[src/verilog/ps_config_pkg.sv]
package ps_config_pkg;
    // clocking and timing
    localparam int CLK_HZ         = 100_000_000;
    localparam int POR_TIME_MS    = 100;
    localparam int POR_CYCLES     = CLK_HZ / 1000 * POR_TIME_MS;
    localparam int ERR_TIME_US    = 30;
    localparam int ERR_CYCLES     = CLK_HZ / 1_000_000 * ERR_TIME_US;
    localparam int INT_OSC_HZ     = 10_000_000;
    localparam int OSC_DIV        = CLK_HZ / INT_OSC_HZ;
    localparam int INIT_CYCLES    = 136;
    localparam int INIT_HOLD_BITS = 136;
    // apb register map
    localparam logic [7:0] CTRL_OFS   = 8'h00;
    localparam logic [7:0] STATUS_OFS = 8'h04;
    localparam logic [7:0] BITCNT_OFS = 8'h08;
    localparam int CTRL_AUTO_BIT  = 0;
    localparam int CTRL_INIT_BIT  = 1;
    localparam int CTRL_UCLK_BIT  = 2;
    localparam logic CTRL_AUTO_RST = 1'b1;
    localparam logic CTRL_INIT_RST = 1'b0;
    localparam logic CTRL_UCLK_RST = 1'b0;
    localparam int STATUS_ERR_BIT = 3;
    // synchronised input positions
    localparam int IN_REQ  = 0;
    localparam int IN_SCLK = 1;
    localparam int IN_SDAT = 2;
    localparam int IN_STAT = 3;
    localparam int IN_DONE = 4;
    localparam int IN_UCLK = 5;
    localparam int IN_CEN  = 6;
    localparam int IN_W    = 7;

    typedef enum logic [2:0] {
        ST_POR  = 3'h0,
        ST_WAIT = 3'h1,
        ST_LOAD = 3'h3,
        ST_INIT = 3'h2,
        ST_USER = 3'h6,
        ST_ERR  = 3'h4
    } cfg_state_t;
endpackage

[src/verilog/passive_serial_config_port.sv]
// Summary of operation
// RULE1: programmer holds chain enable high and request low while reprogramming the memory
// RULE2: host-driven mode captures one data bit on each serial clock rising edge
// RULE3: completion held low in power-up and loading; pulled low again on request
// RULE4: user I/O stays tri-stated with pull-ups until initialization ends
// RULE5: init-complete stays high before and during first 136 bits, when enabled
// RULE6: host parks the serial clock at a fixed level in user mode
// RULE7: host parks the serial data at a fixed level in user mode
// RULE8: request low-to-high starts loading and pulls completion low to select memory
// RULE9: status held low during power-on reset, released on exit
// RULE10: memory holds the status line low during its own power-on delay
// RULE11: no data starts until every party has released the status line
// RULE12: after the last bit, release completion and initialize from internal oscillator
// RULE13: configuration error drives status low, resetting loader and memory
// RULE14: with auto-restart on, retry configuration without an external request
// RULE15: with auto-restart off, host watches status and pulses request low
// RULE16: memory parks serial clock low and is deselected when completion rises
// RULE17: memory waits 64 clocks for completion, else pulses its enable low
// RULE18: with auto-restart, release status after timeout; memory restarts then
// RULE19: shared completion line initializes devices together; nobody holds it low
// RULE20: completion released within first init cycles; user clock waits for ticks
// RULE21: init-complete rises only when initialization finishes, entering user mode; the code also releases it on request low or a load error
// RULE22: host holds request low at least 40 us for reconfiguration
// RULE23: auto-restart releases status about 30 us after an error
// RULE24: open-drain lines are drive-low-or-release with a pull-up
//
// The address map and register access over APB were chosen for this implementation.
module passive_serial_config_port
    import ps_config_pkg::*;
#(
    parameter int POR_CNT    = POR_CYCLES,
    parameter int ERR_CNT    = ERR_CYCLES,
    parameter int CFG_BITS   = 4096,
    parameter int FRAME_BITS = 32
) (
    input  wire logic        REF_CLK,                // 100 MHz clock
    input  wire logic        ARST_N,                 // async reset
    input  wire logic        PSEL,                   // apb select
    input  wire logic        PENABLE,                // apb enable
    input  wire logic        PWRITE,                 // apb direction
    input  wire logic [7:0]  PADDR,                  // apb byte address
    input  wire logic [31:0] PWDATA,                 // apb write data
    output logic      [31:0] PRDATA,                 // apb read data
    output logic             PREADY,                 // apb ready
    output logic             PSLVERR,                // apb error
    input  wire logic        CONFIG_REQUEST_N,       // request pin
    input  wire logic        SERIAL_CONFIG_CLOCK,    // host serial clock
    input  wire logic        SERIAL_CONFIG_DATA_IN,  // host serial data
    input  wire logic        CHAIN_ENABLE_IN_N,      // chain enable pin
    input  wire logic        USER_STARTUP_CLOCK,     // user init clock
    input  wire logic        STATUS_ERROR_N_IN,      // status line level
    output logic             STATUS_ERROR_N_OUT,     // status drive value
    output logic             STATUS_ERROR_N_OE,      // status drive low
    input  wire logic        CONFIG_COMPLETE_IN,     // completion line level
    output logic             CONFIG_COMPLETE_OUT,    // completion drive value
    output logic             CONFIG_COMPLETE_OE,     // completion drive low
    output logic             INIT_COMPLETE_OUT,      // init pin drive value
    output logic             INIT_COMPLETE_OE,       // init pin drive low
    output logic             USER_IO_ENABLE,         // user i/o active
    output logic             CONFIG_BIT,             // captured bit
    output logic             CONFIG_BIT_VALID        // captured bit strobe
);
    localparam int DIV_W = $clog2(OSC_DIV);

    if (FRAME_BITS < 2 || FRAME_BITS > 65535 || CFG_BITS % FRAME_BITS != 0 ||
        POR_CNT < 1 || ERR_CNT < 1 || OSC_DIV < 2) begin : g_chk
        $error("unsupported parameter values");
    end

    typedef struct packed {
        logic [IN_W-1:0] s1;
        logic [IN_W-1:0] s2;
        logic [IN_W-1:0] s3;
        logic [IN_W-1:0] flt;
        cfg_state_t      st;
        logic [31:0]     cnt;
        logic [31:0]     bits;
        logic [15:0]     frm;
        logic            par;
        logic [DIV_W-1:0] div;
        logic            auto_rst;
        logic            init_en;
        logic            uclk_sel;
        logic            err_flag;
        logic            stat_oe;
        logic            done_oe;
        logic            init_oe;
        logic            uio_en;
        logic            od_lvl;
        logic            bit_q;
        logic            bit_vld;
        logic            pready;
        logic            pslverr;
        logic [31:0]     prdata;
    } port_state_t;

    port_state_t     r, n;
    logic [IN_W-1:0] rise;
    logic            itick;
    logic            d;
    logic            bad;

    function automatic logic [1:0] reg_sel(input logic [7:0] a);
        case (a)
            CTRL_OFS:   reg_sel = 2'h0;
            STATUS_OFS: reg_sel = 2'h1;
            BITCNT_OFS: reg_sel = 2'h2;
            default:    reg_sel = 2'h3;
        endcase
    endfunction

    always_comb begin
        n = r;
        n.s1 = {CHAIN_ENABLE_IN_N, USER_STARTUP_CLOCK, CONFIG_COMPLETE_IN,
                STATUS_ERROR_N_IN, SERIAL_CONFIG_DATA_IN, SERIAL_CONFIG_CLOCK, CONFIG_REQUEST_N};
        n.s2 = r.s1;
        n.s3 = r.s2;
        // a change counts once the second and third stages agree
        n.flt = (r.flt & (r.s2 ^ r.s3)) | (r.s3 & ~(r.s2 ^ r.s3));
        rise = n.flt & ~r.flt;
        n.div = (r.div == DIV_W'(OSC_DIV - 1)) ? '0 : r.div + 1'b1;
        itick = r.uclk_sel ? rise[IN_UCLK] : (r.div == DIV_W'(OSC_DIV - 1));
        n.bit_vld = 1'b0;
        n.pready = 1'b0;
        n.pslverr = 1'b0;
        n.od_lvl = 1'b0;
        d = n.flt[IN_SDAT];
        bad = 1'b0;

        // apb: setup cycle prepares the answer, access cycle completes it
        if (PSEL && !PENABLE) begin
            n.pready = 1'b1;
            n.pslverr = (reg_sel(PADDR) == 2'h3);
            case (reg_sel(PADDR))
                2'h0:    n.prdata = {29'h0, r.uclk_sel, r.init_en, r.auto_rst};
                2'h1:    n.prdata = {28'h0, r.err_flag, r.st};
                2'h2:    n.prdata = r.bits;
                default: n.prdata = 32'h0;
            endcase
        end
        if (PSEL && PENABLE && r.pready && PWRITE) begin
            case (reg_sel(PADDR))
                2'h0: begin
                    n.auto_rst = PWDATA[CTRL_AUTO_BIT];
                    n.init_en = PWDATA[CTRL_INIT_BIT];
                    n.uclk_sel = PWDATA[CTRL_UCLK_BIT];
                end
                2'h1: if (PWDATA[STATUS_ERR_BIT]) n.err_flag = 1'b0;
                default: ;
            endcase
        end

        case (r.st)
            ST_POR: begin
                n.stat_oe = 1'b1;                                   // RULE9
                n.done_oe = 1'b1;                                   // RULE3
                n.cnt = r.cnt + 32'h1;
                if (r.cnt == 32'(POR_CNT - 1)) begin
                    n.st = ST_WAIT;
                    n.stat_oe = 1'b0;                               // RULE9
                    n.cnt = '0;
                end
            end
            ST_WAIT: begin
                n.stat_oe = 1'b0;
                n.done_oe = 1'b1;                                   // RULE8
                n.bits = '0;
                n.frm = '0;
                n.par = 1'b0;
                // start once request is high, status line released and chain enabled
                if (r.flt[IN_REQ] && r.flt[IN_STAT] && !r.flt[IN_CEN])  // RULE8 RULE11 RULE1
                    n.st = ST_LOAD;
            end
            ST_LOAD: begin
                if (!r.flt[IN_STAT]) begin
                    bad = 1'b1;                                     // RULE13
                end else if (rise[IN_SCLK]) begin
                    n.bit_q = d;                                    // RULE2
                    n.bit_vld = 1'b1;
                    n.bits = r.bits + 32'h1;
                    n.par = r.par ^ d;
                    n.frm = r.frm + 16'h1;
                    if (r.frm == 16'(FRAME_BITS - 1)) begin
                        // even parity over each frame, last bit included
                        bad = r.par ^ d;
                        n.frm = '0;
                        n.par = 1'b0;
                    end
                    if (!bad && r.bits == 32'(CFG_BITS - 1)) begin
                        n.st = ST_INIT;                             // RULE12
                        n.cnt = '0;
                    end
                end
                if (bad) begin
                    n.st = ST_ERR;
                    n.stat_oe = 1'b1;                               // RULE13
                    n.cnt = '0;
                end
            end
            ST_INIT: begin
                if (itick && r.done_oe) begin
                    n.done_oe = 1'b0;                               // RULE12 RULE20
                end else if (itick && r.flt[IN_DONE]) begin
                    n.cnt = r.cnt + 32'h1;                          // RULE19
                    if (r.cnt == 32'(INIT_CYCLES - 1))
                        n.st = ST_USER;                             // RULE21
                end
            end
            ST_USER: n.done_oe = 1'b0;
            ST_ERR: begin
                n.stat_oe = 1'b1;
                if (r.auto_rst) begin                               // RULE14
                    n.cnt = r.cnt + 32'h1;
                    if (r.cnt == 32'(ERR_CNT - 1)) begin
                        n.st = ST_WAIT;                             // RULE18 RULE23
                        n.stat_oe = 1'b0;
                        n.cnt = '0;
                    end
                end
            end
            default: n.st = ST_POR;
        endcase

        // request low resets the loader from any state after power-on
        if (r.st != ST_POR && !r.flt[IN_REQ]) begin
            n.st = ST_WAIT;                                         // RULE3
            n.stat_oe = 1'b1;
            n.done_oe = 1'b1;
            n.cnt = '0;
        end
        if (bad)
            n.err_flag = 1'b1;                                      // set beats clear
        n.uio_en = (n.st == ST_USER);                               // RULE4
        n.init_oe = r.init_en && ((n.st == ST_LOAD && n.bits >= 32'(INIT_HOLD_BITS)) ||
                                  n.st == ST_INIT);                 // RULE5 RULE21
    end

    always_ff @(posedge REF_CLK or negedge ARST_N) begin
        if (!ARST_N) begin
            r <= '0;
            r.st <= ST_POR;
            r.stat_oe <= 1'b1;
            r.done_oe <= 1'b1;
            r.auto_rst <= CTRL_AUTO_RST;
            r.init_en <= CTRL_INIT_RST;
            r.uclk_sel <= CTRL_UCLK_RST;
        end else begin
            r <= n;
        end
    end

    // open-drain lines only ever drive low
    assign STATUS_ERROR_N_OUT  = r.od_lvl;                          // RULE24
    assign STATUS_ERROR_N_OE   = r.stat_oe;
    assign CONFIG_COMPLETE_OUT = r.od_lvl;
    assign CONFIG_COMPLETE_OE  = r.done_oe;
    assign INIT_COMPLETE_OUT   = r.od_lvl;
    assign INIT_COMPLETE_OE    = r.init_oe;
    assign USER_IO_ENABLE      = r.uio_en;
    assign CONFIG_BIT          = r.bit_q;
    assign CONFIG_BIT_VALID    = r.bit_vld;
    assign PRDATA              = r.prdata;
    assign PREADY              = r.pready;
    assign PSLVERR             = r.pslverr;
endmodule

[config.mk]
export PLATFORM = sky130hd
export DESIGN_NAME = passive_serial_config_port
export DESIGN_NICKNAME = d
export VERILOG_FILES = /design/src/verilog/ps_config_pkg.sv /design/src/verilog/passive_serial_config_port.sv
export SDC_FILE = /design/constraint.sdc
export NUM_CORES = 1
export LEC_CHECK = 0
export BUFFER_PORTS_ARGS = -buffer_cell sky130_fd_sc_hd__buf_2
export CORE_MARGIN = 2
export CORE_UTILIZATION = 30
export CTS_CLUSTER_SIZE = 30
export DETAILED_ROUTE_END_ITERATION = 7
export GPL_TIMING_DRIVEN = 0
export MAX_ROUTING_LAYER = met4
export PLACE_DENSITY = 0.49
export SYNTH_ARGS = -nofsm -noshare
export SYNTH_HDL_FRONTEND = slang
export SYNTH_SLANG_ARGS = --single-unit
[constraint.sdc]
create_clock -name REF_CLK -period 2.8 [get_ports REF_CLK]
set_clock_uncertainty 0.1 [all_clocks]
set_input_delay 0.28 -clock REF_CLK [delete_from_list [all_inputs] [get_ports REF_CLK]]
set_output_delay 0.28 -clock REF_CLK [all_outputs]
set_load 0.05 [all_outputs]
After elaboration in Yosys (flattened, before gate mapping)
Index checks and enable logic that the tools add are counted.
- output and inout bits: 43
- register bits after elaboration: 160
- bits of input ports: 52
- magnitude comparators: 1
- bitwise gates (word level): 8
- reductions and logical operators: 37
- add/sub/neg operators: 4
- equality and inequality tests: 30
- multiplexer cells: 46
- operators with widths (operator ; number):
    $mux 35 ; 8
    $mux 84 ; 2
    $pmux 32 s4 ; 1
    $pmux 49 s2 ; 1
    $pmux 32 s3 ; 1
    $add 32x1->32 const B ; 2
    $eq 32x12->1 const B ; 2
    $mux 34 ; 1
    $eq 32x24->1 const B ; 1
    $eq 32x8->1 const B ; 1
    $ge 32x8->1 const B ; 1
    $mux 1 ; 21
    $pmux 3 s6 ; 1
    $mux 17 ; 1
    $add 16x1->16 const B ; 1
    $eq 16x5->1 const B ; 1
    $ne 3x3->1 const B ; 5
    $and 7x7->7 ; 2
    $eq 3x2->1 const B ; 4
    $logic_and 1x1->1 ; 12
    $ne 4x4->1 const B ; 3
    $reduce_bool 5->1 ; 2
    $eq 3x3->1 const B ; 3
    $reduce_and 3->1 ; 3
    31 further kinds ; 46

Longest topological paths before layout
- depth in word-level cells: 21
- mapped depth: 10
- gate-level depth less buffers: 8

Least setup slack after synthesis
OpenSTA, ideal clock, no wires.
- path type: register -> register
- start: reg r[50] in the netlist's numbering
- end: reg r[118] in the netlist's numbering
- period minus slack after synthesis: 2.443 ns
- slack: 0.357 ns
- cell stages (with the launch flop): 11
- setup time: 0.082 ns
- path buffers: 2
- arrival: 2.261 ns
- cell sequence: dfrtp_1 ha_1 and4_1 and4_1 and3_1 a211o_1 a21oi_1 buf_2 buf_2 a21oi_1 o22ai_1
- word-level cells in the longest chain between the ends: 11
- ends and longest elaborated chain (element ; line ; RTL):
    start, declared ; passive_serial_config_port.sv:97 ; port_state_t r, n;
    start signal, assigned ; passive_serial_config_port.sv:248 ; r <= n;
    $eq 16x5->1 * ; passive_serial_config_port.sv:183 ; if (r.frm == 16'(FRAME_BITS - 1)) begin
    $mux 1 * ; passive_serial_config_port.sv:183 ;
    $mux 1 * ; passive_serial_config_port.sv:177 ; end else if (rise[IN_SCLK]) begin
    $mux 1 * ; passive_serial_config_port.sv:175 ; if (!r.flt[IN_STAT]) begin
    $mux 1 * ; passive_serial_config_port.sv:153 ; case (r.st)
    $mux 1 ; passive_serial_config_port.sv:177 ;
    $mux 1 ; passive_serial_config_port.sv:175 ;
    $mux 1 ; passive_serial_config_port.sv:153 ;
    $mux 35 ; passive_serial_config_port.sv:194 ; if (bad) begin
    $pmux 32 s4 ; passive_serial_config_port.sv:153 ;
    $mux 35 ; passive_serial_config_port.sv:225 ; if (r.st != ST_POR && !r.flt[IN_REQ]) begin
Mark *: on every way between the ends. The rest lies on a longest branch, timed or not. The select of a mux whose other input is x is not followed.
A chain may end at the register's enable or synchronous reset.

==> results_dict.tcl <==
set metrics [dict create \
    drc 0 \
    drive_gt1_share_pct 23.5 \
    antenna_cells 0 \
    ys_async_sr_fraction_pct 100 \
    r2r_start "r[130]$_DFF_PN0_" \
    startpoint_type "register" \
    grt_max_degree 99 \
    cp_data_required_time_ps 2980 \
    h-tree-depth 4 \
    timing.final.crit_share_pct 96.0 \
    antenna_found_initial 0 \
    clock_path_buffers 2 \
    crit_buf_inv 1 \
    maxSlewHeadroom_pct 29.4 \
    arrival_ps 2860 \
    clk_pin_slew_ps 70 \
    crit_path_end_kind "register" \
    path_class "reg -> reg" \
    numPortBuffers 61 \
    firstDrtPassIters 5 \
    power_density_mw_per_mm2 491 \
    row_count 60 \
    cp.depth 8 \
    report.final.slew_viol_count 0 \
    die_width_um 169 \
    holdCritStartpoint "PWDATA[3]" \
    grt_usage_pct 15.6 \
    maxCapViolations 0 \
    cts_tree "done" \
    synth_edf_count 0 \
    multi_input_area_mm2 0.00386 \
    synth_ff_type "dfrtp_1" \
    area_growth_pct 22.1 \
    place_ws_ps -175 \
    drt_iter0_markers 354 \
    max_stage_delay_ps 570 \
    r2r_setup_slack_ps 110 \
    viasPerCell 5.12 \
    vias 6614 \
    nNetsFinal 994 \
    ys_ff_latch 160 \
    insertion_delay_ps 430 \
    fill_cells 2703 \
    design_area_mm2 0.0100 \
    cts-root-buf "clkbuf_16" \
    min_period_ps 2690 \
    whs_endpoint "r[41]$_DFFE_PN0P_" \
    hpwl_um 14600 \
    ys_seq_area_share_pct 48.8 \
    overflow 0 \
    routedWlPerCell_um 16.2 \
    status "completed" \
    tightest_slew_ps 1050 \
    yosysUniqueCellTypes 77 \
    yosys_warnings 0 \
    hold_depth 3 \
    placed_area_mm2 0.00899 \
    tns_ps 0 \
    initial_core_util_pct 30.5 \
    regArea_mm2 0.00401 \
    syn_inst 841 \
    power_mw 4.92 \
    final_util_pct 37.2 \
    fp.dieH_um 169 \
    cts.sinks 160 \
    crit_fanout 10 \
    peakVddDrop_v 0.000274 \
    cts_made_buffers 17 \
    setup_violations 0 \
    fin_cells 1293 \
    dieArea_mm2 0.0287 \
    syn_avg_cell_area_um2 9.77 \
    critical_path.cell_chain "buf_6, nand3b_4, or4_4, or4_1, a21oi_1, o22ai_1, nor4_2, a31oi_1" \
    core_mm2 0.0270 \
    place_inst 1246 \
    synth_area_mm2 0.00822 \
    wl_um 21000 \
    power.leakage_nw 4.53 \
    ant_nets 0 \
    rr_worst_depth 8 \
    place_congestion 0.837 \
    r2r-end "INIT_COMPLETE_OE$_DFF_PN0_" \
    io_pins 95 \
    hold_ws_ps 33.6 \
    grt_pass1_wl_um 34700 \
    hp-class "in -> reg" \
    hold_viol 0 \
    crit_slowest_cell "or4_4" \
    critical_path.top_delay_family "simple AND/OR/NAND/NOR gates" \
    setup_ws_ps 112 \
    grt_pass1_vias 6409 \
    max_freq_ghz 0.372 \
]
[kinds of logic (layout without fill, tap and decap cells)]
family	count (synthesis)	in the layout	synth area share, %
AOI/OAI and AO/OA	183	183	15.2
xor gates and xnor gates	39	39	4.16
and+or+nand+nor	332	332	22.4
other	1	3	0.0456
muxes	7	7	0.914
adders and majority gates	10	10	1.32
DFF	160	160	48.8
buffers and inverters	109	218	7.16
[registers in the layout, indices dropped and copies added (netlist names), named ones only]
register and count:
CONFIG_COMPLETE_OE 1, PREADY 1, USER_IO_ENABLE 1, n 14, INIT_COMPLETE_OE 1, CONFIG_BIT_VALID 1, CONFIG_BIT 1, PRDATA 32
r 102, STATUS_ERROR_N_OE 1, PSLVERR 1
[placed cells by master (no fill, tap or decap), types with 6 or more instances in the layout]
master	count
a21o_1	6
a21oi_1	30
a22o_1	39
a31oi_1	8
and2_1	7
and3_1	18
and4_1	7
buf_2	65
buf_4	48
clkbuf_1	16
clkbuf_16	17
dfrtp_1	154
dlygate4sd3_1	11
inv_1	27
maj3_1	6
nand2_1	78
nand3_1	35
nand4_1	28
nor2_1	60
nor2b_1	7
nor3_1	14
nor3b_1	6
nor4_1	8
nor4_2	11
o21ai_0	45
o22ai_1	8
o31ai_1	11
or4_1	7
xnor2_1	12
xor2_1	27
[Yosys cell counts, types with 11 or more instances]
cell      count  area [um^2]
a22o_1       39          342
o21ai_0      46          230
nor4_1       18          113
xor2_1       27          236
nand3_1      36          180
and3_1       18          113
inv_1        27          101
clkbuf_1     26         97.6
nor3_1       19         95.1
o31ai_1      11         82.6
xnor2_1      12          105
nand2_1      78          293
nand4_1      28          175
buf_4        39          293
dfrtp_1     157         3930
a21oi_1      31          155
nor2_1       60          225
[worst min-delay path, stage by stage]
cell and delay (ps):
buf_2 100, nand3_1 60, a21o_1 100
[metal layers]
layer,vias to the layer above,share of wire (%),wire (um),track usage [%]
li1,3236,-,-,-
met1,3234,49,10300,21.8
met5,-,0,0,-
met4,0,1.5,312,4.79
met3,22,2.9,616,1.96
met2,122,46,9740,23.7
[power by group]
group | internal [mW] | leakage, nW | switching, mW
sequential | 2.34 | 2.13 | 0.0143
combinational | 0.0509 | 2.10 | 0.105
clock | 1.37 | 0.298 | 1.05
[what timing repair did]
action                     CTS  global route
setup buffers                3             6
hold buffers                11             0
pin swaps                    1            13
setup endpoints to repair   42            33
resized for setup           14            50
hold endpoints to repair    72             0
cloned                       0             1
[worst max-delay path by stage]
stage                            startpoint                          to  slack, ps
after floorplan           r[50]$_DFFE_PN0P_          r[118]$_DFFE_PN0P_        360
after global placement               ARST_N          r[126]$_DFFE_PN0P_      -1280
after detailed placement   r[132]$_DFF_PN0_  INIT_COMPLETE_OE$_DFF_PN0_       -170
after CTS                 r[50]$_DFFE_PN0P_          r[102]$_DFFE_PN0P_          4
after global routing      r[98]$_DFFE_PN0P_          r[123]$_DFFE_PN0P_        -30
final                      r[130]$_DFF_PN0_  INIT_COMPLETE_OE$_DFF_PN0_        110
[layout make-up]
type / instances / area share [%]
Multi-Input combinational cell: 574 / 38.4
Timing Repair Buffer: 83 / 5.30
Clock buffer: 18 / 4.38
Clock inverter: 14 / 1.67
Buffer: 75 / 4.94
Tap cell: 341 / 4.25
Sequential cell: 160 / 40.0
Inverter: 28 / 1.05
No activity file was read; power rests on OpenSTA's default activity.
